==> src/shared/bitbr_pkg.sv <==
// Shared types, timing table and helpers for the bit-test branch and CPU control executor
package bitbr_pkg;

   // ----------------------------------------------------------------
   // Widths and limits
   // ----------------------------------------------------------------
   localparam int CNT_W = 5;
   localparam int DIV_W = 4;
   localparam int ELAPSED_W = 9;
   localparam logic [2:0] SEL_MAX = 3'h4;
   localparam logic [7:0] BIT_ONE = 8'h01;
   localparam logic [7:0] BYTE_ONE = 8'h01;
   localparam logic [7:0] BYTE_ZERO = 8'h00;

   // ----------------------------------------------------------------
   // Operations, operand forms and register pairs
   // ----------------------------------------------------------------
   typedef enum logic [2:0] {
      OP_BRANCH_IF_BIT_SET = 3'b000,
      OP_BRANCH_IF_BIT_CLEAR = 3'b001,
      OP_BRANCH_AND_CLEAR_BIT = 3'b010,
      OP_DECREMENT_BRANCH_NONZERO = 3'b011,
      OP_ENABLE_INTERRUPTS = 3'b100,
      OP_DISABLE_INTERRUPTS = 3'b101,
      OP_WORD_MOVE = 3'b110,
      OP_NONE = 3'b111
   } exec_op_t;

   typedef enum logic [2:0] {
      FORM_SADDR = 3'b000,
      FORM_SFR = 3'b001,
      FORM_ACC = 3'b010,
      FORM_PSW = 3'b011,
      FORM_HL = 3'b100,
      FORM_REG_B = 3'b101,
      FORM_REG_C = 3'b110,
      FORM_NONE = 3'b111
   } operand_form_t;

   typedef enum logic [1:0] {
      PAIR_AX = 2'b00,
      PAIR_BC = 2'b01,
      PAIR_DE = 2'b10,
      PAIR_HL = 2'b11
   } register_pair_t;

   // ----------------------------------------------------------------
   // Request and answer carriers
   // ----------------------------------------------------------------
   typedef struct packed {
      exec_op_t op;
      operand_form_t form;
      logic [2:0] bit_sel;
      logic [15:0] pc;
      logic [7:0] relative_displacement;
      logic [7:0] operand;
      logic fast_ram;
      register_pair_t register_pair;
   } exec_req_t;

   typedef struct packed {
      logic taken;
      logic [15:0] next_pc;
      logic write_en;
      logic [7:0] write_data;
      logic illegal;
   } exec_rsp_t;

   // ----------------------------------------------------------------
   // Length and cycle table: fast RAM figure, then other-area figure
   // ----------------------------------------------------------------
   typedef struct packed {
      logic [2:0] len;
      logic [CNT_W-1:0] cyc_fast;
      logic [CNT_W-1:0] cyc_slow;
   } timing_t;

   localparam timing_t T_BT_SADDR = '{3'h3, 5'h08, 5'h09};
   localparam timing_t T_BT_SFR = '{3'h4, 5'h0b, 5'h0b};
   localparam timing_t T_BT_ACC = '{3'h3, 5'h08, 5'h08};
   localparam timing_t T_BT_PSW = '{3'h3, 5'h09, 5'h09};
   localparam timing_t T_BT_HL = '{3'h3, 5'h0a, 5'h0b};
   localparam timing_t T_BF_SADDR = '{3'h4, 5'h0a, 5'h0b};
   localparam timing_t T_BF_SFR = '{3'h4, 5'h0b, 5'h0b};
   localparam timing_t T_BF_ACC = '{3'h3, 5'h08, 5'h08};
   localparam timing_t T_BF_PSW = '{3'h4, 5'h0b, 5'h0b};
   localparam timing_t T_BF_HL = '{3'h3, 5'h0a, 5'h0b};
   localparam timing_t T_BC_SADDR = '{3'h4, 5'h0a, 5'h0c};
   localparam timing_t T_BC_SFR = '{3'h4, 5'h0c, 5'h0c};
   localparam timing_t T_BC_ACC = '{3'h3, 5'h08, 5'h08};
   localparam timing_t T_BC_PSW = '{3'h4, 5'h0c, 5'h0c};
   localparam timing_t T_BC_HL = '{3'h3, 5'h0a, 5'h0c};
   localparam timing_t T_DECREMENT_BRANCH_NONZERO_REG = '{3'h2, 5'h06, 5'h06};
   localparam timing_t T_DECREMENT_BRANCH_NONZERO_SADDR = '{3'h3, 5'h08, 5'h0a};
   localparam timing_t T_IE_OP = '{3'h2, 5'h06, 5'h06};
   localparam timing_t T_REJECT = '{3'h0, 5'h01, 5'h01};

   // ----------------------------------------------------------------
   // Helpers
   // ----------------------------------------------------------------
   function automatic logic [2:0] clamp_sel(input logic [2:0] sel);
      clamp_sel = (sel > SEL_MAX) ? SEL_MAX : sel;
   endfunction : clamp_sel

   function automatic logic [15:0] target_pc(input logic [15:0] pc, input logic [2:0] len,
                                             input logic [7:0] disp, input logic taken);
      logic [15:0] ext;
      ext = {{8{disp[7]}}, disp};
      target_pc = pc + {13'h0000, len} + (taken ? ext : 16'h0000);
   endfunction : target_pc

endpackage : bitbr_pkg

==> src/verilog/exec_timer.sv <==
// Execution timer: CPU-clock enable divider and instruction cycle down-counter
`timescale 1ns/1ps
`default_nettype none
module exec_timer #(
   parameter int CNT_W = bitbr_pkg::CNT_W,
   parameter int DIV_W = bitbr_pkg::DIV_W
) (
   input wire logic sys_clk_in,
   input wire logic reset_n_in,
   input wire logic start_in,
   input wire logic [CNT_W-1:0] count_in,
   input wire logic [2:0] clock_select_in,
   output logic expire_out
);
   import bitbr_pkg::*;

   logic [DIV_W-1:0] div_q, div_d, mask;
   logic [CNT_W-1:0] cnt_q, cnt_d;
   logic [2:0] sel_q, sel_d;
   logic cpu_en;

   // ----------------------------------------------------------------
   // Divider and counter
   // ----------------------------------------------------------------
   // Rate is latched at start so a mid-instruction change cannot skew the count
   always_comb begin
      mask = DIV_W'((1 << sel_q) - 1);
      cpu_en = ((div_q & mask) == mask);
      div_d = div_q + {{(DIV_W-1){1'b0}}, 1'b1};
      cnt_d = cnt_q;
      sel_d = sel_q;
      if (start_in) begin
         div_d = '0;
         cnt_d = count_in;
         sel_d = clamp_sel(clock_select_in);
      end else if (cpu_en && cnt_q != '0) begin
         cnt_d = cnt_q - {{(CNT_W-1){1'b0}}, 1'b1};
      end
      expire_out = !start_in && cpu_en && (cnt_q == {{(CNT_W-1){1'b0}}, 1'b1});
   end

   always_ff @(posedge sys_clk_in or negedge reset_n_in) begin
      if (!reset_n_in) begin
         div_q <= '0;
         cnt_q <= '0;
         sel_q <= 3'h0;
      end else begin
         div_q <= div_d;
         cnt_q <= cnt_d;
         sel_q <= sel_d;
      end
   end
endmodule : exec_timer
`default_nettype wire

==> src/verilog/bit_test_branch_cpu_control_exec.sv <==
// Executor for bit-test branches, decrement loops, interrupt enable control and word-move checks
//
// Contract
// - Set-branch on saddr bit: 3 bytes, 8/9
// - Set-branch on sfr bit: 4 bytes, 11
// - Clear-branch on saddr bit: 4 bytes, 10/11
// - Clear-branch on status bit: 4 bytes, 11
// - Branch-and-clear saddr bit: +4, 10/12, clears
// - Branch-and-clear sfr bit: 4 bytes, 12
// - Branch-and-clear accumulator bit: 3 bytes, 8
// - Branch-and-clear status bit: 12, flags may change
// - Loop on B or C: 2 bytes, 6
// - Loop on saddr byte: 3 bytes, 8/10
// - Enable op sets interrupt flag, 6 cycles
// - Disable op clears interrupt flag, 6 cycles
// - Cycles counted in selected CPU clock periods
// - Slow figure applies outside fast RAM
// - Word move to pair only BC/DE/HL
`timescale 1ns/1ps
`default_nettype none
module bit_test_branch_cpu_control_exec (
   input wire logic sys_clk_in,
   input wire logic reset_n_in,
   input wire logic start_in,
   input wire bitbr_pkg::exec_req_t req_in,
   input wire logic [2:0] processor_clock_select_in,
   output logic busy_out,
   output logic done_out,
   output bitbr_pkg::exec_rsp_t rsp_out,
   output logic interrupt_enable_flag_out
);
   import bitbr_pkg::*;

   typedef enum logic [0:0] {
      ST_IDLE = 1'b0,
      ST_RUN = 1'b1
   } exec_state_t;

   // ----------------------------------------------------------------
   // Decode
   // ----------------------------------------------------------------
   function automatic timing_t bit_timing(input operand_form_t f, input timing_t s_saddr,
                                          input timing_t s_sfr, input timing_t s_acc,
                                          input timing_t s_psw, input timing_t s_hl);
      case (f)
         FORM_SADDR: bit_timing = s_saddr;
         FORM_SFR: bit_timing = s_sfr;
         FORM_ACC: bit_timing = s_acc;
         FORM_PSW: bit_timing = s_psw;
         default: bit_timing = s_hl;
      endcase
   endfunction : bit_timing

   timing_t t;
   logic legal, taken, wen, bit_val, new_ie, is_bit_form;
   logic [7:0] wdata, dec;
   logic [CNT_W-1:0] cyc;

   always_comb begin
      t = T_REJECT;
      legal = 1'b0;
      taken = 1'b0;
      wen = 1'b0;
      wdata = req_in.operand;
      new_ie = interrupt_enable_flag_out;
      bit_val = req_in.operand[req_in.bit_sel];
      dec = req_in.operand - BYTE_ONE;
      is_bit_form = (req_in.form <= FORM_HL);
      case (req_in.op)
         OP_BRANCH_IF_BIT_SET: begin
            legal = is_bit_form;
            t = bit_timing(req_in.form, T_BT_SADDR, T_BT_SFR, T_BT_ACC, T_BT_PSW, T_BT_HL);
            taken = bit_val;
         end
         OP_BRANCH_IF_BIT_CLEAR: begin
            legal = is_bit_form;
            t = bit_timing(req_in.form, T_BF_SADDR, T_BF_SFR, T_BF_ACC, T_BF_PSW, T_BF_HL);
            taken = !bit_val;
         end
         OP_BRANCH_AND_CLEAR_BIT: begin
            legal = is_bit_form;
            t = bit_timing(req_in.form, T_BC_SADDR, T_BC_SFR, T_BC_ACC, T_BC_PSW, T_BC_HL);
            taken = bit_val;
            // Status-word form writes back the whole word, so its flags may change
            wen = bit_val;
            wdata = req_in.operand & ~(BIT_ONE << req_in.bit_sel);
         end
         OP_DECREMENT_BRANCH_NONZERO: begin
            legal = (req_in.form == FORM_SADDR) || (req_in.form == FORM_REG_B) || (req_in.form == FORM_REG_C);
            t = (req_in.form == FORM_SADDR) ? T_DECREMENT_BRANCH_NONZERO_SADDR : T_DECREMENT_BRANCH_NONZERO_REG;
            wen = 1'b1;
            wdata = dec;
            taken = (dec != BYTE_ZERO);
         end
         OP_ENABLE_INTERRUPTS: begin
            legal = 1'b1;
            t = T_IE_OP;
            new_ie = 1'b1;
         end
         OP_DISABLE_INTERRUPTS: begin
            legal = 1'b1;
            t = T_IE_OP;
            new_ie = 1'b0;
         end
         OP_WORD_MOVE: begin
            // Only the legality of the destination pair is judged here
            legal = (req_in.register_pair != PAIR_AX);
         end
         default: begin
            legal = 1'b0;
         end
      endcase
      if (!legal) begin
         t = T_REJECT;
         taken = 1'b0;
         wen = 1'b0;
         new_ie = interrupt_enable_flag_out;
      end
      cyc = req_in.fast_ram ? t.cyc_fast : t.cyc_slow;
   end

   // ----------------------------------------------------------------
   // Sequencer
   // ----------------------------------------------------------------
   exec_state_t state_q, state_d;
   exec_rsp_t pend_q, pend_d, rsp_d;
   logic pend_ie_q, pend_ie_d, ie_d, busy_d, done_d, timer_start, expire;

   always_comb begin
      state_d = state_q;
      pend_d = pend_q;
      pend_ie_d = pend_ie_q;
      rsp_d = rsp_out;
      ie_d = interrupt_enable_flag_out;
      busy_d = busy_out;
      done_d = 1'b0;
      timer_start = 1'b0;
      case (state_q)
         ST_IDLE: begin
            if (start_in) begin
               pend_d.taken = taken;
               pend_d.next_pc = target_pc(req_in.pc, t.len, req_in.relative_displacement, taken);
               pend_d.write_en = wen;
               pend_d.write_data = wdata;
               pend_d.illegal = !legal;
               pend_ie_d = new_ie;
               timer_start = 1'b1;
               busy_d = 1'b1;
               state_d = ST_RUN;
            end
         end
         ST_RUN: begin
            // Results appear only when the instruction's full cycle count has run out
            if (expire) begin
               rsp_d = pend_q;
               ie_d = pend_ie_q;
               done_d = 1'b1;
               busy_d = 1'b0;
               state_d = ST_IDLE;
            end
         end
         default: begin
            state_d = ST_IDLE;
         end
      endcase
   end

   always_ff @(posedge sys_clk_in or negedge reset_n_in) begin
      if (!reset_n_in) begin
         state_q <= ST_IDLE;
         pend_q <= '0;
         pend_ie_q <= 1'b0;
         rsp_out <= '0;
         interrupt_enable_flag_out <= 1'b0;
         busy_out <= 1'b0;
         done_out <= 1'b0;
      end else begin
         state_q <= state_d;
         pend_q <= pend_d;
         pend_ie_q <= pend_ie_d;
         rsp_out <= rsp_d;
         interrupt_enable_flag_out <= ie_d;
         busy_out <= busy_d;
         done_out <= done_d;
      end
   end

   exec_timer #(
      .CNT_W(CNT_W),
      .DIV_W(DIV_W)
   ) u_timer (
      .sys_clk_in(sys_clk_in),
      .reset_n_in(reset_n_in),
      .start_in(timer_start),
      .count_in(cyc),
      .clock_select_in(processor_clock_select_in),
      .expire_out(expire)
   );

   // ----------------------------------------------------------------
   // Checks
   // ----------------------------------------------------------------
   exec_req_t chk_req_q;
   logic [2:0] chk_sel_q;
   logic [ELAPSED_W-1:0] elapsed_q;
   logic [ELAPSED_W-1:0] chk_fast_time, chk_slow_time;

   always_ff @(posedge sys_clk_in or negedge reset_n_in) begin
      if (!reset_n_in) begin
         chk_req_q <= '0;
         chk_sel_q <= 3'h0;
         elapsed_q <= '0;
      end else if (timer_start) begin
         chk_req_q <= req_in;
         chk_sel_q <= clamp_sel(processor_clock_select_in);
         elapsed_q <= '0;
      end else if (busy_out) begin
         elapsed_q <= elapsed_q + {{(ELAPSED_W-1){1'b0}}, 1'b1};
      end
   end

   function automatic logic [ELAPSED_W-1:0] scaled(input logic [CNT_W-1:0] c, input logic [2:0] s);
      scaled = ELAPSED_W'({4'h0, c} << s);
   endfunction : scaled

   assign chk_fast_time = scaled(chk_req_q.fast_ram ? 5'h08 : 5'h09, chk_sel_q);
   assign chk_slow_time = scaled(chk_req_q.fast_ram ? 5'h0a : 5'h0b, chk_sel_q);
endmodule : bit_test_branch_cpu_control_exec
`default_nettype wire

==> config.mk <==
export PLATFORM = sky130hd
export DESIGN_NAME = bit_test_branch_cpu_control_exec
export DESIGN_NICKNAME = d
export VERILOG_FILES = /design/src/shared/bitbr_pkg.sv /design/src/verilog/exec_timer.sv /design/src/verilog/bit_test_branch_cpu_control_exec.sv
export SDC_FILE = /design/constraint.sdc
export NUM_CORES = 1
export LEC_CHECK = 0
export BUFFER_PORTS_ARGS = -buffer_cell sky130_fd_sc_hd__buf_2
export CORE_UTILIZATION = 52
export CTS_BUF_LIST = sky130_fd_sc_hd__clkbuf_2
export CTS_CLUSTER_SIZE = 12
export DETAILED_ROUTE_END_ITERATION = 6
export PLACE_DENSITY_LB_ADDON = 0.08
export SYNTH_ARGS = -nofsm -noshare
export SYNTH_HDL_FRONTEND = slang
export SYNTH_SLANG_ARGS = --single-unit
==> constraint.sdc <==
create_clock -name sys_clk_in -period 2.6 [get_ports sys_clk_in]
set_clock_uncertainty 0.15 [all_clocks]
set_input_delay 0.13 -clock sys_clk_in [delete_from_list [all_inputs] [get_ports sys_clk_in]]
set_output_delay 0.13 -clock sys_clk_in [all_outputs]
set_load 0.03 [all_outputs]
# Yosys cells after proc, flatten, opt, wreduce, memory -nomap -nowiden
# Cells that the tools add are included.
[op_classes]
n_addsub = 6
magnitude_cmp = 3
eq_ne = 15
shift = 2
mux = 31
bitwise = 4
reduce_logical = 21
[op_table]
columns = ["op", "n"]
rows = [
  ["$pmux 13 s3", 2],
  ["$pmux 13 s5", 1],
  ["$pmux 13 s4", 1],
  ["$add 16x16->16", 1],
  ["$add 16x3->16", 1],
  ["$mux 16", 1],
  ["$pmux 8 s2", 1],
  ["$eq 3x3->1 const B", 5],
  ["$mux 5", 3],
  ["$mux 13", 1],
  ["$eq 3x2->1 const B", 4],
  ["$mux 1", 11],
  ["$mux 11", 1],
  ["$and 8x8->8", 1],
  ["$not 8->8", 1],
  ["$pmux 1 s2", 4],
  ["$reduce_bool 8->1", 1],
  ["$shl 1x3->8 const A", 1],
  ["$sub 8x1->8 const B", 1],
  ["$eq 3x1->1 const B", 2],
  ["$logic_not 3->1", 2],
  ["$reduce_and 2->1", 3],
  ["$reduce_or 2->1", 3],
  ["$eq 5x1->1 const B", 1],
  ["23 further kinds", 29],
]
[word_totals]
ff_bits = 71
in_bits = 50
output_inout_bits = 30
elab_cells = 100

# Longest topological paths before layout
[logic_depth]
word_depth = 8
mapped_depth = 18
ltp_nobuf = 18

# By module
# A second synthesis with hierarchy kept.
[unflattened]
cells_unflattened = 467
area_unflattened_um2 = 4559.4
[modules_own_cells]
columns = ["mod", "n_inst", "cells_per_inst", "area_each_um2", "seq_area_each_um2"]
rows = [
  ["bit_test_branch_cpu_control_exec", 1, 389, 3803.6, 1476.4],
  ["exec_timer", 1, 78, 755.7, 300.3],
]

# Least setup slack after synthesis
# No wires, ideal clock.
[synth_path]
kind = "in2reg"
startpoint = "input port req_in[38] (netlist name)"
endpoint = "register pend_q[25] (netlist name)"
setup_time_ns = 0.125
arrival_ns = 3.791
t_required_ns = 2.325
slack_ns = -1.466
path_stages = 16
n_path_buf = 1
path_cell_list = "buf_2 > or3_1 > o221a_1 > a221o_1 > a211oi_4 > and2_1 > fa_1 > ha_1 > fa_1 > a21oi_1 > o221ai_1 > a31oi_1 > o21ai_1 > xnor2_1 > xnor2_1 > mux2_2"
[synth_via]
elab_chain_len = 7
elab_cells_between_ends = 21
cone_classes = "2 x add/sub; 1 x order compare; 5 x eq/ne; 9 x mux; 4 x reduce/logical"
[synth_lines]
columns = ["element", "line_no", "rtl"]
rows = [
  ["from (decl)", "bit_test_branch_cpu_control_exec.sv:25", "input wire bitbr_pkg::exec_req_t req_in,"],
  ["$eq 3x2->1, or another cell as far along", "bit_test_branch_cpu_control_exec.sv:45", "case (f)"],
  ["$reduce_or 2->1 (no line) / $logic_or 1x1->1 (equally long branches)", "-", ""],
  ["$pmux 13 s3 / $logic_or 1x1->1 (equally long branches)", "bit_test_branch_cpu_control_exec.sv:45, bit_test_branch_cpu_control_exec.sv:89", ""],
  ["$pmux 13 s5 / $pmux 1 s4 (equally long branches)", "bit_test_branch_cpu_control_exec.sv:69", "case (req_in.op)"],
  ["$mux 13 / $mux 1 (equally long branches)", "bit_test_branch_cpu_control_exec.sv:113", "if (!legal) begin"],
  ["$add 16x3->16 / $mux 16 (equally long branches)", "bitbr_pkg.sv:109", "target_pc = pc + {13'h0000, len} + (taken ? ext : 16'h0000);"],
  ["$add 16x16->16 (*)", "bitbr_pkg.sv:109", ""],
  ["to (signal assigned)", "bit_test_branch_cpu_control_exec.sv:179", "pend_q <= pend_d;"],
  ["to (decl)", "bit_test_branch_cpu_control_exec.sv:126", "exec_rsp_t pend_q, pend_d, rsp_d;"],
]
# Every way passes the cells marked *; elsewhere a longest branch is shown, timed or not.
# A chain may end at the register's enable or synchronous reset.

# Worst setup path in the final report
[layout_path]
startpoint = "input port req_in[6] (netlist name)"
endpoint = "register pend_q[25] (netlist name)"
[layout_via]
elab_chain_len = 7
elab_cells_between_ends = 9
cone_classes = "2 x add/sub; 5 x mux; 2 x reduce/logical"
[layout_lines]
columns = ["element", "line_no"]
rows = [
  ["branches (longest 3 deep; another with $sub 8x1->8)", "-"],
  ["$pmux 1 s3 (*)", "bit_test_branch_cpu_control_exec.sv:69"],
  ["$mux 1 (*)", "bit_test_branch_cpu_control_exec.sv:113"],
  ["$mux 16 (*)", "bitbr_pkg.sv:109"],
  ["$add 16x16->16 (*)", "bitbr_pkg.sv:109"],
]
# Mark *: on every way between the ends. The select of a mux whose other input is x is not followed.

==> results_dict.tcl <==
set metrics [dict create \
    status "finished, violations left" \
    grt_max_degree 47 \
    final_core_util_pct 77.7 \
    final_layout_size_suffix_gt1_share_pct 37.9 \
    synth-seq-cells 71 \
    period_share_pct 130 \
    final_nets 706 \
    p_leak_nw 3.05 \
    tightestPinTransition_ns 0.845 \
    viasPerCell 5.46 \
    finalCriticalPeriod_ns 3.38 \
    avgSynthCellArea_um2 9.79 \
    yosysMostFrequentCell "dfrtp_1" \
    cap_violations 0 \
    syn_area_um2 4350 \
    cts_htree_levels 3 \
    synth_top_area_share_pct 40.9 \
    hold_viol_final 0 \
    place.gp.congestion 0.877 \
    place_ws_ns -1.59 \
    slew_headroom_pct 43.5 \
    tns_ns -6.43 \
    grtUsageMet2_pct 46.6 \
    area_growth_syn_to_layout_pct 41.0 \
    final_antenna_net_count 0 \
    gr-usage-met3_pct 5.04 \
    grt_pass1_wl_um 18600 \
    grt_overflow 0 \
    grt_use_total_pct 27.5 \
    dp_hpwl_um 8090 \
    fill_cells 565 \
    yosys-top-cells-count "71 x dfrtp_1, 54 x nand2_1, 33 x ha_1" \
    worst_r2r_startpoint "u_timer.sel_q[2]" \
    drc 0 \
    hp-class "in -> reg" \
    synth_top_area_cell "dfrtp_1" \
    busiest_layer "met2" \
    cp_max_fo 4 \
    p_total_w 0.00476 \
    ir_worst_vdd_mv 0.547 \
    syn_inst 444 \
    startpoint_type "input port" \
    die_width_um 93.4 \
    synth_cell_type_count 59 \
    synth_edf_count 0 \
    cts-root-buf "clkbuf_2" \
    clkSlewWorstSetupHoldPaths_ns 0.19 \
    ys_top_cells_by_area "dfrtp_1 41%, ha_1 9.5%, mux2_1 5.2%, nand2_1 4.7%, a21oi_1 2.8%" \
    avgRoutedWirePerCell_um 15.8 \
    clock.fmax_mhz 295 \
    use_met1_pct 35.7 \
    vias 3955 \
    grt_pass1_vias 4004 \
    worstSetupPathType "in -> reg" \
    portBuffers 79 \
    fp.coreArea_um2 7890 \
    timing.final.ws_setup_ns -0.784 \
    ys.flop_type "dfrtp_1" \
    reg2reg_to "rsp_out[7]" \
    die_y_um 93.4 \
    yosys_warnings 0 \
    num_rows 32 \
    tritoncts "built" \
    async_flop_share_pct 100 \
    clock-sinks 71 \
    synthesis.nets 531 \
    crit_arrival_ns 3.62 \
    start_util_pct 55.1 \
    r2r_cells 10 \
    setup-violations-final 13 \
    rsz0062_at_grt "yes" \
    ys_seq_area_share_pct 40.9 \
    dieArea_um2 8730 \
    end_kind "register" \
    power_density_nw_per_um2 776 \
    cts_made_buffers 9 \
    insertion_delay_ns 0.48 \
    n_antenna_cell 0 \
    finalMaxSlewViolations 0 \
    hold_depth 5 \
    rrSetupSlack_ns 0.14 \
    antenna_found_initial 0 \
    first_iter_violations 146 \
    min-delay-start "req_in[7]" \
    io_pins 80 \
    required_ns 2.84 \
    wl_um 11400 \
    dr.pass1.iters 5 \
    violations "setup timing" \
    min_to "pend_q[5]" \
    clock_path_buffers 2 \
]
through the flow:
stage	hold slack [ns]	instances	area, um2
final	0.0413	725	6130
after CTS	0.000597	720	5940
after global routing	0.0224	725	6130
after floorplan	-0.316	444	4390
after global placement	0.0162	682	5410
after detailed placement	0.0236	682	5410
layer usage:
metal | part of all wire, % | up-vias
met5 | 0 | -
met4 | 1.9 | 0
met3 | 3.8 | 20
met2 | 50 | 93
met1 | 45 | 1899
li1 | - | 1943
worst max-delay path, cell delays in order:
cell and delay [ns]:
buf_6 0.10, mux4_2 0.49, mux2i_4 0.24, nor3_4 0.08
a211oi_4 0.28, and2_4 0.19, fa_1 0.45, ha_4 0.19
fa_2 0.36, a21oi_4 0.15, o221ai_2 0.13, a31oi_2 0.21
o21ai_1 0.10, xnor2_1 0.14, xnor2_1 0.12, mux2_2 0.25
registers in the layout, summed over array words and instances, names as in the netlist, 3 cells and up:
register       flops
u_timer.sel_q      3
pend_q            27
u_timer.div_q      4
rsp_out           27
u_timer.cnt_q      5
cell usage in the layout (no fill, tap or decap), types with 9 or more instances in the layout:
cell type      count
buf_6             17
mux2_1            20
clkbuf_2           9
ha_1              27
dfrtp_1           71
dlygate4sd3_1     18
nor3_1            10
o21ai_1           18
nand2_1           54
mux2_2            10
nor2_1            28
buf_2             67
inv_1             16
o21ai_0           13
buf_4             76
a21oi_1           15
power by group:
group / total [W] / internal, W / switching, W
combinational: 0.00227 / 0.000983 / 0.00128
sequential: 0.00188 / 0.00159 / 0.000288
clock: 0.000610 / 0.000216 / 0.000394
cell type report:
cell class                 count  area, um2  share of cell area, %
clock buffer                   9       45.0                  0.735
clock inverter                 6       61.3                   1.00
inverter                      18       67.6                   1.10
multi-input combinational    338       2720                   44.4
sequential                    71       1780                   29.0
tap                          102        128                   2.08
timing repair buffer         181       1330                   21.7
worst max-delay path by stage:
stage                       to  depth (start not counted)  slack, ns        from
detailed placement  pend_q[25]                         17      -1.59   req_in[5]
finish              pend_q[25]                         16      -0.78   req_in[6]
global route        pend_q[25]                         16      -0.89  req_in[35]
global placement    pend_q[25]                         17      -1.49   req_in[5]
floorplan           pend_q[25]                         16      -1.24   req_in[7]
CTS                 pend_q[25]                         16      -0.75  req_in[40]
kinds of logic after synthesis:
| group | share of synthesized area, % |
|---|---|
| compound gates | 15.5 |
| xor+xnor | 4.03 |
| fa+ha+maj | 11.3 |
| buf+inv | 3.11 |
| flops | 40.9 |
| mux | 9.59 |
| simple gates | 15.5 |
timing repair:
item	4_1_cts	5_1_grt
setup buffers	5	5
cloned	0	0
setup endpoints to repair	12	44
gates resized for setup	43	24
hold buffers	18	1
pin swaps	20	10
hold endpoints to repair	85	1
Note: power is estimated with default switching activity, not from simulation.
